$ cat src/logic/dsk_pkg.sv
// constants, codes and types shared by the deskew clock manager model
// assumes ref_clk oversamples the source clock by several cycles per period
package dsk_pkg;

    // -----------------------------------------------------------------
    // timing and widths
    // -----------------------------------------------------------------
    localparam int REF_CLK_HZ = 40000000;
    localparam int PW = 12;                        // phase and period counter width
    localparam int DW = 18;                        // divided-clock counter width
    localparam logic [11:0] PERIOD_MAX = 12'hFFF;  // longest measurable source period
    localparam logic [11:0] PERIOD_ONE = 12'h001;
    localparam logic [11:0] MATCH_WIN = 12'h001;   // one delay-line step either side
    localparam logic [11:0] TAP_RESET = 12'h000;
    localparam logic [17:0] DV_ONE = 18'h00001;
    localparam int LOCK_COUNT_DEFAULT = 16;

    // -----------------------------------------------------------------
    // modes and states
    // -----------------------------------------------------------------
    typedef enum logic [2:0] {
        ST_RESET  = 3'b001,
        ST_ACQ    = 3'b010,
        ST_LOCKED = 3'b100
    } dsk_state_t;

    typedef enum logic [1:0] {
        VAR_FULL   = 2'h0,
        VAR_HF     = 2'h1,
        VAR_SIMPLE = 2'h2
    } dsk_variant_t;

    // divide ratio codes; code zero is the unconfigured default of two
    localparam logic [2:0] DIV_2 = 3'h0;
    localparam logic [2:0] DIV_1P5 = 3'h1;
    localparam logic [2:0] DIV_2P5 = 3'h2;
    localparam logic [2:0] DIV_3 = 3'h3;
    localparam logic [2:0] DIV_4 = 3'h4;
    localparam logic [2:0] DIV_5 = 3'h5;
    localparam logic [2:0] DIV_8 = 3'h6;
    localparam logic [2:0] DIV_16 = 3'h7;

    // ratio expressed in half source periods
    function automatic logic [5:0] dsk_ratio_twice(input logic [2:0] code);
        logic [5:0] r;
        r = 6'h04;
        case (code)
            DIV_1P5: r = 6'h03;
            DIV_2P5: r = 6'h05;
            DIV_3: r = 6'h06;
            DIV_4: r = 6'h08;
            DIV_5: r = 6'h0A;
            DIV_8: r = 6'h10;
            DIV_16: r = 6'h20;
            default: r = 6'h04;
        endcase
        return r;
    endfunction : dsk_ratio_twice

endpackage : dsk_pkg

$ cat src/logic/dsk_deskew_clock_dll.sv
// synthesizable model of a delay-locked clock manager with deskew, doubler and divider
// assumes source and feedback clocks are sampled as synchronous inputs on ref_clk
//
// What this block does
// reset drops lock within four source cycles
// reset clears delay taps; outputs not deskewed
// user drives reset dynamically or ties low
// locked doubler runs twice source, 50/50
// unlocked doubler is 1x at 25/75
// divider divides by selected ratio N
// divider 50/50; hf non-integer 1/3, 2/5
// high-frequency variant has no doubler
// only 1x or doubler feeds back
// align feedback edge to source via taps
// optionally hold configuration done until lock
// two chained instances multiply by four
// simple macro output 50/50 unless correction off
// simple macro: no reset, lock, multiply, divide
// source from global buffer, pad, differential pin
// pad feedback with both off-chip: return doubler
// drive at most two global clock networks
// unconfigured divide ratio defaults to two
// lock rises only after delay line locks
// quadrature copies; hf variant only 180
// lock after consecutive matching feedback edges
`timescale 1ns/1ps

module dsk_deskew_clock_dll #(
    parameter int LOCK_COUNT = dsk_pkg::LOCK_COUNT_DEFAULT
) (
    input wire logic ref_clk,
    input wire logic srst,
    input wire logic source_clk_in,
    input wire logic feedback_clk_in,
    input wire logic dll_reset_in,
    input wire dsk_pkg::dsk_variant_t variant_select,
    input wire logic duty_correct_enable,
    input wire logic [2:0] divide_ratio_setting,
    input wire logic high_freq_mode,
    input wire logic startup_wait_enable,
    input wire logic config_done_request,
    input wire logic [1:0] global_net_enable,
    output logic deskewed_clk_out,
    output logic phase90_clk_out,
    output logic phase180_clk_out,
    output logic phase270_clk_out,
    output logic doubled_clk_out,
    output logic divided_clk_out,
    output logic [1:0] global_net_out,
    output logic dll_locked_out,
    output logic config_done_out
);

    // -----------------------------------------------------------------
    // edge detection and period measurement
    // -----------------------------------------------------------------
    logic src_d;
    logic fb_d;
    logic [11:0] phase;
    logic [11:0] period;
    logic [11:0] tap;
    logic [5:0] lock_cnt;
    logic [17:0] dv_cnt;
    dsk_pkg::dsk_state_t state;

    wire is_simple = (variant_select == dsk_pkg::VAR_SIMPLE);
    wire is_hf = (variant_select == dsk_pkg::VAR_HF);
    // simple macro has no reset pin, so the user reset is ignored there
    wire rst_eff = srst | (dll_reset_in & ~is_simple);
    wire src_rise = source_clk_in & ~src_d;
    wire fb_rise = feedback_clk_in & ~fb_d;
    wire period_ok = (period != dsk_pkg::TAP_RESET);
    wire [11:0] next_phase = src_rise ? dsk_pkg::TAP_RESET :
        (phase == dsk_pkg::PERIOD_MAX) ? phase : phase + dsk_pkg::PERIOD_ONE;

    // period keeps its last good value across the delay-line reset
    // edge history follows the pins during reset, so a high source at release is no false edge
    always_ff @(posedge ref_clk) begin
        if (srst) begin
            src_d <= source_clk_in;
            fb_d <= feedback_clk_in;
            phase <= dsk_pkg::TAP_RESET;
            period <= dsk_pkg::TAP_RESET;
        end else begin
            src_d <= source_clk_in;
            fb_d <= feedback_clk_in;
            phase <= next_phase;
            if (src_rise) begin
                period <= (phase == dsk_pkg::PERIOD_MAX) ? phase : phase + dsk_pkg::PERIOD_ONE;
            end
        end
    end

    // -----------------------------------------------------------------
    // phase alignment and lock detection
    // -----------------------------------------------------------------
    wire [11:0] half_p = period >> 1;
    wire [11:0] quarter_p = period >> 2;
    wire [11:0] three_q = half_p + quarter_p;
    // feedback edge position after the source edge is the network delay still uncancelled
    wire fb_match = (phase <= dsk_pkg::MATCH_WIN) || (phase >= period - dsk_pkg::MATCH_WIN);
    wire fb_late = (phase < half_p);
    wire [11:0] tap_up = (tap + dsk_pkg::PERIOD_ONE >= period) ? dsk_pkg::TAP_RESET :
        tap + dsk_pkg::PERIOD_ONE;
    wire [11:0] tap_dn = (tap == dsk_pkg::TAP_RESET) ? period - dsk_pkg::PERIOD_ONE :
        tap - dsk_pkg::PERIOD_ONE;
    wire tracking = (state != dsk_pkg::ST_RESET) && fb_rise;
    wire [11:0] next_tap = (tracking && !fb_match) ? (fb_late ? tap_up : tap_dn) : tap;
    wire lock_hit = tracking && fb_match && (32'(lock_cnt) >= LOCK_COUNT - 1);

    // one tap step per feedback edge keeps the loop slow and free of overshoot
    always_ff @(posedge ref_clk) begin
        if (rst_eff) begin
            tap <= dsk_pkg::TAP_RESET;
            lock_cnt <= 6'h00;
            state <= dsk_pkg::ST_RESET;
        end else begin
            tap <= next_tap;
            if (tracking) begin
                lock_cnt <= fb_match ? lock_cnt + 6'h01 : 6'h00;
            end
            case (state)
                dsk_pkg::ST_RESET: state <= period_ok ? dsk_pkg::ST_ACQ : dsk_pkg::ST_RESET;
                dsk_pkg::ST_ACQ: state <= lock_hit ? dsk_pkg::ST_LOCKED : dsk_pkg::ST_ACQ;
                dsk_pkg::ST_LOCKED: state <= dsk_pkg::ST_LOCKED;
                default: state <= dsk_pkg::ST_RESET;
            endcase
        end
    end

    // -----------------------------------------------------------------
    // output waveform decode
    // -----------------------------------------------------------------
    // output is advanced by the tap so that the returned edge lands on the source edge
    wire [12:0] shift_sum = {1'b0, phase} + {1'b0, tap};
    wire [12:0] shift_wrap = (shift_sum >= {1'b0, period}) ? shift_sum - {1'b0, period} : shift_sum;
    wire [11:0] sh = shift_wrap[11:0];
    wire is_locked = (state == dsk_pkg::ST_LOCKED);
    // with correction off the source duty passes through, at the cost of any skew
    wire lvl_0 = duty_correct_enable ? (sh < half_p) : source_clk_in;
    wire lvl_90 = (sh >= quarter_p) && (sh < three_q);
    wire lvl_180 = (sh >= half_p);
    wire lvl_270 = (sh >= three_q) || (sh < quarter_p);
    wire dbl_lock = (sh < quarter_p) || ((sh >= half_p) && (sh < three_q));
    wire dbl_pre = (sh < quarter_p);
    wire lvl_dbl = (is_hf || is_simple) ? 1'b0 : (is_locked ? dbl_lock : dbl_pre);
    wire [5:0] ratio2x = dsk_pkg::dsk_ratio_twice(divide_ratio_setting);
    wire [17:0] dv_period = 18'(ratio2x * half_p);
    wire [17:0] dv_high_hf = 18'((ratio2x >> 1) * half_p);
    wire [17:0] dv_high = (high_freq_mode && ratio2x[0]) ? dv_high_hf : dv_period >> 1;
    wire dv_wrap = (dv_cnt >= dv_period - dsk_pkg::DV_ONE);
    wire [17:0] next_dv_cnt = (!period_ok || dv_wrap) ? 18'h00000 : dv_cnt + dsk_pkg::DV_ONE;
    wire lvl_dv = is_simple ? 1'b0 : (dv_cnt < dv_high);
    wire next_done = config_done_request & (~startup_wait_enable | (is_locked & ~is_simple));

    // all clock and status outputs leave from flip-flops to keep them glitch free in the model
    always_ff @(posedge ref_clk) begin
        if (srst) begin
            dv_cnt <= 18'h00000;
            deskewed_clk_out <= 1'b0;
            phase90_clk_out <= 1'b0;
            phase180_clk_out <= 1'b0;
            phase270_clk_out <= 1'b0;
            doubled_clk_out <= 1'b0;
            divided_clk_out <= 1'b0;
            global_net_out <= 2'h0;
            dll_locked_out <= 1'b0;
            config_done_out <= 1'b0;
        end else begin
            dv_cnt <= next_dv_cnt;
            deskewed_clk_out <= lvl_0;
            phase90_clk_out <= lvl_90 & ~is_hf & ~is_simple;
            phase180_clk_out <= lvl_180 & ~is_simple;
            phase270_clk_out <= lvl_270 & ~is_hf & ~is_simple;
            doubled_clk_out <= lvl_dbl;
            divided_clk_out <= lvl_dv;
            global_net_out <= global_net_enable & {2{lvl_0}};
            dll_locked_out <= is_locked & ~is_simple & ~rst_eff;
            config_done_out <= next_done;
        end
    end
endmodule : dsk_deskew_clock_dll

$ cat config.mk
export PLATFORM = sky130hd
export DESIGN_NAME = dsk_deskew_clock_dll
export DESIGN_NICKNAME = d
export VERILOG_FILES = /design/src/logic/dsk_pkg.sv /design/src/logic/dsk_deskew_clock_dll.sv
export SDC_FILE = /design/constraint.sdc
export NUM_CORES = 1
export LEC_CHECK = 0
export BUFFER_PORTS_ARGS = -buffer_cell sky130_fd_sc_hd__buf_2
export CELL_PAD_IN_SITES_DETAIL_PLACEMENT = 0
export CELL_PAD_IN_SITES_GLOBAL_PLACEMENT = 1
export CORE_ASPECT_RATIO = 0.9
export CORE_UTILIZATION = 40
export CTS_CLUSTER_SIZE = 24
export DETAILED_ROUTE_END_ITERATION = 12
export GPL_ROUTABILITY_DRIVEN = 1
export PLACE_DENSITY = 0.75
export SETUP_SLACK_MARGIN = 0.05
export SLEW_MARGIN = 20
export SYNTH_ARGS = -nofsm -noshare
export SYNTH_HDL_FRONTEND = slang
export SYNTH_SLANG_ARGS = --single-unit
$ cat constraint.sdc
create_clock -name ref_clk -period 7.16 [get_ports ref_clk]
set_input_delay 1.074 -clock ref_clk [delete_from_list [all_inputs] [get_ports ref_clk]]
set_output_delay 1.074 -clock ref_clk [all_outputs]
set_load 0.01 [all_outputs]
## Word-level counts from Yosys, hierarchy flattened

Index checks and enable logic that the tools add are counted.

| storage, ports and cells | value |
|---|---|
| register bits | 75 |
| output and inout bits | 10 |
| input bits | 16 |
| word-level logic and storage cells | 110 |

| operators by class | value |
|---|---|
| mux-type cells | 13 |
| equal/unequal tests | 14 |
| reductions and logical operators | 20 |
| bitwise gates (word level) | 20 |
| add/sub/neg operators | 10 |
| order comparisons | 14 |
| $mul | 2 |

Operator list:

| kind | number |
|---|---|
| 2-to-1 mux 12 bit | 5 |
| one-hot mux 6 bit (7 select lines) | 1 |
| greater-or-equal comparator 12 bit | 3 |
| adder 12 x 1 -> 12 bit (second input constant) | 2 |
| < comparator 12 x 11 -> 1 bit | 2 |
| subtractor 12 x 1 -> 12 bit (second input constant) | 2 |
| adder 18 x 1 -> 18 bit (second input constant) | 1 |
| greater-or-equal comparator 18 bit | 1 |
| < comparator 18 x 16 -> 1 bit | 1 |
| subtractor 17 x 1 -> 18 bit (second input constant) | 1 |
| multiplier 6 x 11 -> 17 bit | 1 |
| multiplier 5 x 11 -> 16 bit | 1 |
| 2-to-1 mux 16 bit | 1 |
| == test 3 bit (second input constant) | 5 |
| adder 12 x 12 -> 13 bit | 1 |
| greater-or-equal comparator 13 x 12 -> 1 bit | 1 |
| adder 11 x 10 -> 12 bit | 1 |
| == test 12 bit (second input constant) | 1 |
| greater-or-equal comparator 12 x 10 -> 1 bit | 1 |
| greater-or-equal comparator 12 x 11 -> 1 bit | 1 |
| <= comparator 12 x 1 -> 1 bit (second input constant) | 1 |
| zero test 12 bit | 1 |
| < comparator 12 x 10 -> 1 bit | 1 |
| < comparator 12 bit | 1 |
| 22 further kinds | 56 |

## Longest topological paths before layout

Gate-level depths: netlist (run 1).

| logic depth | value |
|---|---|
| depth in word-level cells | 7 |
| mapped depth | 30 |
| depth with buffers taken out | 27 |

## Least setup slack after synthesis (run 1)

No wires, ideal clock.

| timing path | value |
|---|---|
| path type | input-to-reg |
| start | input divide_ratio_setting[2] |
| end | register dv_cnt[10] |
| path buffers | 3 |
| setup time | 0.128 ns |
| path slack | -0.048 ns |
| required time | 7.032 ns |
| data arrival time | 7.080 ns |
| stages on the path | 26 |
| path through | clkbuf_1 nand2_1 nor2_1 nand2_1 fa_1 fa_1 fa_1 inv_1 ha_1 and3_1 a22o_1 o21ai_2 xor2_1 nor3b_2 nand4_1 a22o_1 a221oi_2 xor2_1 ha_1 nand2_1 nor4b_1 a211o_1 a21o_1 clkbuf_1 clkbuf_1 nor2_1 |

| between the ends | value |
|---|---|
| longest elaborated chain between the ends | 7 |
| elaborated cells on any way between the ends | 13 |
| classes of those cells | 1 x add/sub; 1 x mul; 1 x order compare; 7 x eq/ne; 1 x mux; 2 x reduce/logical |

Ends and longest elaborated chain:

| item | line | source |
|---|---|---|
| from (decl) | dsk_deskew_clock_dll.sv:38 | `input wire logic [2:0] divide_ratio_setting,` |
| == test 3 bit, or another cell as far along | dsk_pkg.sv:47 | `case (code)` |
| one-hot mux 6 bit (7 select lines) * | dsk_pkg.sv:47 |  |
| multiplier 6 x 11 -> 17 bit * | dsk_deskew_clock_dll.sv:148 | `wire [17:0] dv_period = 18'(ratio2x * half_p);` |
| subtractor 17 x 1 -> 18 bit * | dsk_deskew_clock_dll.sv:151 | `wire dv_wrap = (dv_cnt >= dv_period - dsk_pkg::DV_ONE);` |
| greater-or-equal comparator 18 bit * | dsk_deskew_clock_dll.sv:151 |  |
| logical OR 1 bit * | dsk_deskew_clock_dll.sv:152 | `wire [17:0] next_dv_cnt = (!period_ok \|\| dv_wrap) ? 18'h00000 : dv_cnt + dsk_pkg::DV_ONE;` |
| OR reduction 2 bit (no line) * | n/a |  |
| to (signal assigned) | dsk_deskew_clock_dll.sv:170 | `dv_cnt <= next_dv_cnt;` |
| to (decl) | dsk_deskew_clock_dll.sv:63 | `logic [17:0] dv_cnt;` |

Mark *: on every way between the ends. The rest lies on a longest branch, timed or not.
A chain may end at the register's enable or synchronous reset.

## Final worst setup path (run 1)

| timing path | value |
|---|---|
| start | input divide_ratio_setting[1] |
| end | register dv_cnt[13] |

The elaborated chain is that of the path after synthesis.

==> results.py, run 1 <==
metrics = {
    "die": {
        "fp.dieH_microns": 160,
        "start_util_pct": 40.8,
        "io-pin-count": 26,
        "die_area_sq_um": 28300,
        "die_w_microns": 177,
        "core_sq_um": 27000,
        "rows": 57,
    },
    "layout": {
        "layout_common_cells": "ha_1, inv_1, nor2_1",
        "fin_util_pct": 45.0,
        "drive_above_1_share_pct": 7.46,
        "layout.cells.most_common": "ha_1",
        "num_antenna_cells": 0,
        "nNetsFinal": 1687,
        "area_growth_pct": 10.3,
    },
    "clocking": {
        "worstSkewPairLatency_ps": 350,
        "cts_made_buffers": 9,
        "cts_tree": "done",
        "clock-root-buffer": "clkbuf_16",
        "clk_pin_slew_ps": 70,
        "clock-sinks": 75,
        "cts_buffer_depth": 2,
        "htreeDepth": 3,
    },
    "synth": {
        "ys_types": 69,
        "netlist_area_sq_um": 11000,
        "ys_seq_area_share_pct": 13.6,
        "async_flop_share_pct": 0,
        "synth-main-ff-cell": "dfxtp_1",
        "yosysWarningCount": 0,
        "synth_edf_count": 0,
        "syn_avg_cell_area_sq_um": 8.03,
        "netlist_instances": 1374,
        "syn-num-nets": 1646,
        "ys_seq_elements": 75,
    },
    "worst_setup_path": {
        "cpPeakStageDelay_ps": 550,
        "start_kind": "primary input",
        "endpoint_kind": "register",
        "crit_path_max_fanout": 18,
        "worstPathRequired_ps": 7440,
        "cp.arrival_ps": 6930,
        "crit_path_top_delay_cell": "fa_1",
        "path_class": "primary input to register",
    },
    "timing": {
        "setup-tns-final_ps": 0,
        "hold_viol": 0,
        "worstMarginPinSlew_ps": 971,
        "finalClockSkew_ps": 15.9,
        "rsz0062_at_grt": "false",
        "fmax_ghz": 0.150,
        "slew_headroom_pct": 35.3,
        "fin_crit_ps": 6650,
        "setup_viol": 0,
        "slew_viol_final": 0,
        "min_period_over_period_pct": 92.9,
        "worst_slack_ps": 508,
    },
    "detailed_routing": {
        "drt_iter0_markers": 694,
        "avgViaCountPerCell": 5.47,
        "post_drt_wl_per_cell_microns": 17.5,
        "drt-total-wl_microns": 31000,
        "dr.pass1.iters": 5,
        "route.detailed.drc": 0,
        "via_count": 9705,
        "drt.antenna.violating_nets": 0,
    },
    "global_routing": {
        "grt_util_all_layers_pct": 22.9,
        "grt_pass1_wl_microns": 51300,
        "antenna_found_initial": 0,
        "grt_overflow": 0,
        "grt_max_degree": 27,
        "grt_pass1_vias": 9478,
    },
    "place": {
        "pre_cts_slack_ps": 135,
        "port-buffer-count": 25,
        "dpl.hpwl_microns": 24500,
        "gp_congestion": 0.895,
    },
    "power_and_ir_drop": {
        "ir_drop_mv": 0.138,
        "power_density_nw_per_um2": 118,
        "p_leak_nw": 6.05,
    },
    "hold_path": {
        "hold_class": "register to register",
    },
    "job": {
        "max-cap-violations": 0,
    },
    "run_status": {
        "status": "completed",
    },
}
## area by class of cell
type | instances | area (sq um)
well taps | 354 | 443
repair buffers | 65 | 438
flip-flops and latches | 75 | 1500
fillers | 2662 | 14900
clock buffers | 12 | 246
clock inverters | 4 | 97.6
inverters | 143 | 537
multi-input cells | 1121 | 8910
## repair_timing
action | in CTS | in global routing
resized for setup | 0 | 9
hold buffers | 0 | 0
endpoints found under the setup margin | 0 | 19
buffers inserted | 0 | 3
## where the power goes
part | internal (mW) | switching (mW) | leakage [nW] | total [mW]
registers | 0.431 | 0.0103 | 0.607 | 0.441
clock network | 0.351 | 0.199 | 0.163 | 0.550
logic | 0.190 | 0.261 | 5.28 | 0.451
total | 0.972 | 0.470 | 6.05 | 1.44
## kinds of logic after synthesis
kind of cell / after synthesis / share of synthesized area, %
multiplexers: 13 / 1.22
flip-flops: 75 / 13.6
AND/OR/NAND/NOR: 448 / 20.1
buffers and inverters: 178 / 6.09
adder cells (fa/ha/maj): 256 / 32.8
AO/OA/AOI/OAI: 296 / 17.6
XOR/XNOR: 108 / 8.57
## state kept, by name, indices dropped and copies added, names as in the netlist
signal	cells
config_done_out	1
deskewed_clk_out	1
divided_clk_out	1
dll_locked_out	1
doubled_clk_out	1
dv_cnt	18
fb_d	1
global_net_out	2
lock_cnt	6
period	12
phase	12
phase180_clk_out	1
phase270_clk_out	1
phase90_clk_out	1
src_d	1
state	3
tap	12
## routing by layer
layer  share of wire [%]  up-vias  GRT usage [%]
li1                    -     4871              -
met1                  53     4607           35.8
met2                  42      201           33.6
met3                 3.9       26           1.93
met4                 1.2        0           4.55
met5                   0        -              0
## through the flow
| stage | power (mW) | std cells | hold slack (ps) | area [sq um] |
|---|---|---|---|---|
| 6_report | 1.44 | 1774 | 481 | 12200 |
| 5_1_grt | 1.53 | 1774 | 505 | 12200 |
| 4_1_cts | 1.45 | 1771 | 485 | 12100 |
| 3_5_place_dp | 0.893 | 1755 | 475 | 11700 |
| 3_3_place_gp | 0.887 | 1755 | 442 | 11700 |
| 2_1_floorplan | 0.771 | 1374 | 422 | 11000 |
## final timing paths
check / start / depth (start not counted) / end / slack [ps]
max: divide_ratio_setting[1] / 29 / dv_cnt[13] / 510
min: lock_cnt[2] / 2 / lock_cnt[2] / 480
max reg2reg: tap[0] / 23 / doubled_clk_out / 700
min reg2reg: lock_cnt[2] / 2 / lock_cnt[2] / 480
## synth_stat cells (12+ instances only)
cell type | n | area [sq um]
o21ai_0 | 63 | 315
nand2_1 | 95 | 357
a21oi_1 | 84 | 420
and3_1 | 19 | 119
fa_1 | 56 | 1120
ha_1 | 200 | 2500
nand2b_1 | 26 | 163
nor3_1 | 47 | 235
nand3_1 | 40 | 200
nand4_1 | 15 | 93.8
a211oi_1 | 13 | 97.6
and2_1 | 33 | 206
inv_1 | 142 | 533
dfxtp_1 | 75 | 1500
clkbuf_1 | 29 | 109
nor2b_1 | 18 | 113
xnor2_1 | 63 | 552
o22ai_1 | 13 | 81.3
xor2_1 | 45 | 394
a21o_1 | 35 | 263
o21a_1 | 12 | 90.1
nor2_1 | 114 | 428
## critical path, delay by kind of cell
kind / cells / cell delay, ps
compound gates: 9 / 1610
xor+xnor: 2 / 340
fa+ha+maj: 5 / 2160
buf+inv: 6 / 820
simple gates: 7 / 930
Power figures use the tool's default switching activity.
==> inputs of run 2 (changes only) <==
--- a/config.mk
+++ b/config.mk
@@ -13,7 +13,7 @@
 export CTS_CLUSTER_SIZE = 24
 export DETAILED_ROUTE_END_ITERATION = 12
 export GPL_ROUTABILITY_DRIVEN = 1
-export PLACE_DENSITY = 0.75
+export PLACE_DENSITY = 0.68
 export SETUP_SLACK_MARGIN = 0.05
 export SLEW_MARGIN = 20
 export SYNTH_ARGS = -nofsm -noshare
==> run 2 against run 1 <==
  * Clock-buffer cell count decreased by 1
  * Clock power decreased by 22%
  * Design area decreased by 0.65%
  * Combinational power increased by 7.5%
  * Power decreased by 5.9%
  * Fmax decreased by 0.81%
  * Wire length increased by 2.7%
  * Utilization decreased by 0.29 points
  * Clock skew decreased by 3.5 ps
  * Final cell count increased by 0.17%
==> results.py, run 2 (synthesis gave the netlist of run 1 again) <==
metrics = {
    "clocking": {
        "htreeDepth": 3,
        "cts_buffer_depth": 2,
        "cts_hold_buf": 0,
        "cts_tree": "done",
        "cts_made_buffers": 9,
        "clock-sinks": 75,
        "clk_pin_slew_ps": 60,
        "worstSkewPairLatency_ps": 340,
        "clock-root-buffer": "clkbuf_16",
    },
    "worst_setup_path": {
        "r2r-start": "phase[0]",
        "endpoint_kind": "register",
        "r2r_slack_ps": 820,
        "cp.arrival_ps": 6930,
        "worstRegToRegCells": 21,
        "start_kind": "primary input",
        "worstPathRequired_ps": 7380,
        "r2r-end": "phase270_clk_out",
        "crit_path_max_fanout": 18,
        "path_class": "primary input to register",
    },
    "timing": {
        "worstMarginPinSlew_ps": 899,
        "setup_viol": 0,
        "slew_headroom_pct": 40.1,
        "fmax_ghz": 0.149,
        "fin_crit_ps": 6710,
        "setup-tns-final_ps": 0,
        "min_period_over_period_pct": 93.7,
        "finalClockSkew_ps": 12.4,
        "whs_ps": 452,
        "slew_viol_final": 0,
        "hold_viol": 0,
        "rsz0062_at_grt": "false",
    },
    "global_routing": {
        "grtUsageMet1_pct": 36.9,
        "grt_util_all_layers_pct": 23.6,
        "grt_pass1_vias": 9429,
        "grt_max_degree": 27,
        "antenna_found_initial": 0,
        "grt.busiest_layer": "met1",
        "grtUsageMet2_pct": 34.2,
        "grt_pass1_wl_microns": 52100,
        "use_met3_pct": 2.82,
        "grt_overflow": 0,
    },
    "layout": {
        "fin_util_pct": 44.7,
        "multiInputGateArea_sq_um": 8880,
        "num_antenna_cells": 0,
        "largest_reg_flops": 18,
        "design_area_sq_um": 12100,
        "area_growth_pct": 9.62,
        "layout.area.seq_sq_um": 1500,
        "drive_above_1_share_pct": 7.38,
        "nFillCells": 2711,
        "largest-register": "dv_cnt",
        "layout_common_cells": "ha_1, inv_1, nor2_1",
        "layout.cells.most_common": "ha_1",
        "nNetsFinal": 1690,
    },
    "detailed_routing": {
        "via_count": 9534,
        "post_drt_wl_per_cell_microns": 17.9,
        "drt_iter0_markers": 598,
        "drt-total-wl_microns": 31800,
        "route.detailed.drc": 0,
        "avgViaCountPerCell": 5.37,
        "dr.pass1.iters": 5,
        "drt.antenna.violating_nets": 0,
    },
    "power_and_ir_drop": {
        "ir_drop_mv": 0.111,
        "power_density_nw_per_um2": 112,
        "p_leak_nw": 6.00,
    },
    "hold_path": {
        "hold_end": "state[2]",
        "min_from": "state[0]",
        "hold-path-cell-count": 1,
        "hold_class": "register to register",
    },
    "die": {
        "fp.dieH_microns": 160,
        "die_w_microns": 177,
        "rows": 57,
        "die_area_sq_um": 28300,
        "io-pin-count": 26,
        "start_util_pct": 40.8,
        "core_sq_um": 27000,
    },
    "place": {
        "dpl_cell_area_sq_um": 11800,
        "port-buffer-count": 25,
        "dpl.hpwl_microns": 25800,
        "gp_congestion": 0.852,
    },
    "job": {
        "max-cap-violations": 0,
    },
    "run_status": {
        "status": "completed",
    },
}
## run 2: worst max-delay path by stage
stage / to / cells after the start / from
floorplan: dv_cnt[10] / 26 / divide_ratio_setting[2]
global placement: dv_cnt[4] / 28 / divide_ratio_setting[2]
detailed placement: dv_cnt[0] / 24 / divide_ratio_setting[2]
CTS: dv_cnt[0] / 24 / divide_ratio_setting[2]
global route: dv_cnt[0] / 25 / divide_ratio_setting[2]
finish: dv_cnt[0] / 26 / divide_ratio_setting[2]
## run 2: power breakdown
| group | internal (mW) | leakage [nW] | switching (mW) |
|---|---|---|---|
| Combinational | 0.192 | 5.27 | 0.292 |
| Sequential | 0.431 | 0.607 | 0.0121 |
| Clock | 0.237 | 0.130 | 0.192 |
| Total | 0.860 | 6.00 | 0.496 |
## run 2: timing repair
| item | in CTS | in global routing |
|---|---|---|
| endpoints found under the hold margin | 0 | 0 |
| setup buffers | 0 | 0 |
| gates resized for setup | 0 | 4 |
| endpoints found under the setup margin | 0 | 18 |
## run 2: cell type report
cell class              count  area share (%)
clock inverters             5           0.321
inverters                 143            4.44
well taps                 354            3.66
multi-input cells        1121            73.4
flip-flops and latches     75            12.4
repair buffers             68            3.81
clock buffers              11            1.92
## run 2: routing by layer
metal / share of wire, % / wire length (microns) / vias up
li1: - / - / 4880
met1: 54 / 17100 / 4440
met2: 40 / 12800 / 190
met3: 5.1 / 1620 / 24
met4: 1.1 / 350 / 0
met5: 0 / 0 / -
## run 2: per-stage QoR
step	setup WS, ps	power, mW	cells
4_1_cts	401	1.36	1777
3_3_place_gp	147	0.923	1761
6_report	454	1.36	1777
2_1_floorplan	79.5	0.771	1374
3_5_place_dp	73.7	0.928	1761
5_1_grt	60.2	1.44	1777
## run 2: worst max-delay path, cell delays in order
cell and delay, ps:
buf_2 160, a21boi_0 170, buf_4 210, and2_1 240, fa_1 450, fa_1 490
inv_1 70, fa_1 560, inv_1 50, ha_1 350, and3_1 190, a22o_1 280
o21ai_2 170, xor2_2 190, nor3b_2 240, nand4_1 180, a22o_1 250, a221oi_2 280
xor2_1 110, ha_1 300, nand2_1 60, nor4b_1 310, a211o_1 170, a21o_1 150
buf_12 150, nor2_1 50
==> inputs of run 3 (changes only) <==
--- a/config.mk
+++ b/config.mk
@@ -9,11 +9,11 @@
 export CELL_PAD_IN_SITES_DETAIL_PLACEMENT = 0
 export CELL_PAD_IN_SITES_GLOBAL_PLACEMENT = 1
 export CORE_ASPECT_RATIO = 0.9
-export CORE_UTILIZATION = 40
+export CORE_UTILIZATION = 45
 export CTS_CLUSTER_SIZE = 24
 export DETAILED_ROUTE_END_ITERATION = 12
 export GPL_ROUTABILITY_DRIVEN = 1
-export PLACE_DENSITY = 0.68
+export PLACE_DENSITY = 0.75
 export SETUP_SLACK_MARGIN = 0.05
 export SLEW_MARGIN = 20
 export SYNTH_ARGS = -nofsm -noshare
==> run 3 against run 2 <==
  * Clock-buffer cell count is 1 lower
  * Register-to-register slack hardly changed
  * Power is 0.51% higher
  * Global-route usage is 2.3 points higher
  * Via count is 1.2% higher
  * Critical endpoint is now dv_cnt[12]
  * Largest cell class unchanged
  * Largest power group unchanged
  * Highest routed layer unchanged
==> results.py, run 3 (synthesis gave the netlist of run 1 again) <==
metrics = {
    "run_status": {
        "status": "completed",
    },
    "clocking": {
        "clock-root-buffer": "clkbuf_16",
        "clock-sinks": 75,
        "clk_pin_slew_ps": 60,
        "cts_tree": "done",
        "cts_made_buffers": 9,
        "htreeDepth": 3,
        "worstSkewPairLatency_ps": 340,
        "cts_buffer_depth": 2,
    },
    "worst_setup_path": {
        "worstPathRequired_ps": 7390,
        "r2r-end": "phase270_clk_out",
        "worstRegToRegCells": 22,
        "r2r-start": "tap[0]",
        "r2r_slack_ps": 820,
        "cp.arrival_ps": 6950,
        "start_kind": "primary input",
        "crit_path_max_fanout": 18,
        "endpoint_kind": "register",
        "path_class": "primary input to register",
    },
    "timing": {
        "worst_slack_ps": 435,
        "whs_ps": 455,
        "slew_headroom_pct": 33.4,
        "fmax_ghz": 0.149,
        "worstMarginPinSlew_ps": 988,
        "min_period_over_period_pct": 93.9,
        "finalClockSkew_ps": 10.2,
        "hold_viol": 0,
        "setup_viol": 0,
        "fin_crit_ps": 6720,
        "rsz0062_at_grt": "true",
        "setup-tns-final_ps": 0,
        "slew_viol_final": 0,
    },
    "layout": {
        "drive_above_1_share_pct": 7.68,
        "largest-register": "dv_cnt",
        "fin_util_pct": 50.9,
        "layout.cells.most_common": "ha_1",
        "layout_common_cells": "ha_1, inv_1, nor2_1",
        "area_growth_pct": 9.17,
        "num_antenna_cells": 0,
        "nFillCells": 2264,
        "design_area_sq_um": 12000,
        "largest_reg_flops": 18,
        "fin_cells": 1722,
        "nNetsFinal": 1688,
    },
    "global_routing": {
        "grt_pass1_wl_microns": 50400,
        "grt_pass1_vias": 9184,
        "antenna_found_initial": 0,
        "grt_util_all_layers_pct": 25.9,
        "grt_max_degree": 27,
        "grt_overflow": 0,
    },
    "die": {
        "rows": 53,
        "die_w_microns": 167,
        "fp.dieH_microns": 151,
        "die_area_sq_um": 25100,
        "io-pin-count": 26,
        "core_sq_um": 23700,
        "start_util_pct": 46.6,
    },
    "detailed_routing": {
        "drt.antenna.violating_nets": 0,
        "wl_met1_microns": 16100,
        "via_count": 9645,
        "drt_iter0_markers": 642,
        "avgViaCountPerCell": 5.60,
        "met3WireLength_microns": 2360,
        "dr.pass1.iters": 5,
        "met2WireLength_microns": 12300,
        "top_layer": "met4",
        "drt-total-wl_microns": 31200,
        "route.detailed.drc": 0,
        "post_drt_wl_per_cell_microns": 18.1,
    },
    "place": {
        "dpl.hpwl_microns": 25300,
        "pre_cts_slack_ps": 36.0,
        "gp_congestion": 0.887,
        "port-buffer-count": 25,
        "dp.cells": 1702,
        "dpl_cell_area_sq_um": 11700,
    },
    "power_and_ir_drop": {
        "power_density_nw_per_um2": 113,
        "p_leak_nw": 6.01,
        "finalPower_mw": 1.36,
        "ir_drop_mv": 0.147,
    },
    "job": {
        "max-cap-violations": 0,
    },
    "hold_path": {
        "hold_end": "state[2]",
        "hold_class": "register to register",
        "hold-path-cell-count": 1,
        "min_from": "state[0]",
    },
}
==> run 3: how the worst max path moves through the flow <==
stage	start	endpoint	depth (start not counted)
floorplan	divide_ratio_setting[2]	dv_cnt[10]	26
global placement	divide_ratio_setting[2]	dv_cnt[4]	28
detailed placement	divide_ratio_setting[2]	dv_cnt[8]	25
CTS	divide_ratio_setting[2]	dv_cnt[12]	25
global route	divide_ratio_setting[2]	dv_cnt[6]	26
finish	divide_ratio_setting[2]	dv_cnt[12]	24
==> run 3: area by class of cell <==
class	count	area (sq um)	area share, %
Timing Repair Buffer	66	439	3.65
Clock buffer	10	239	1.98
Inverter	143	537	4.46
Sequential cell	75	1500	12.5
Tap cell	302	378	3.14
Multi-Input combinational cell	1121	8910	74.0
Clock inverter	5	37.5	0.312
==> run 3: power by group <==
| group | internal [mW] | switching, mW | leakage (nW) |
|---|---|---|---|
| combinational | 0.196 | 0.297 | 5.27 |
| sequential | 0.431 | 0.0111 | 0.607 |
| clock | 0.243 | 0.186 | 0.131 |
| total | 0.870 | 0.494 | 6.01 |
==> run 3: per-layer routing <==
metal,global-route usage [%],vias to the layer above
met1,37.8,4495
met3,6.52,29
met4,5.56,0
met5,0,-
met2,37.8,238
li1,-,4883
==> run 3: worst max-delay path, stage by stage <==
cell	delay [ps]
clkbuf_4	190
nand2_2	180
nor2_1	180
nand2_1	90
fa_1	540
fa_1	560
fa_1	560
inv_1	40
ha_1	360
xor2_1	220
or3_1	400
nor3_1	300
nor2b_1	210
nand4_1	160
a22o_1	260
a221oi_2	290
xor2_1	100
ha_1	290
nand2_1	60
nor4b_1	310
a211o_1	170
a21o_1	100
buf_4	210
nor2_1	70
==> run 3: repair_timing <==
| action | 4_1_cts | 5_1_grt |
|---|---|---|
| hold buffers | 0 | 0 |
| setup buffers | 0 | 4 |
| resized for setup | 0 | 14 |
| endpoints found under the setup margin | 0 | 19 |
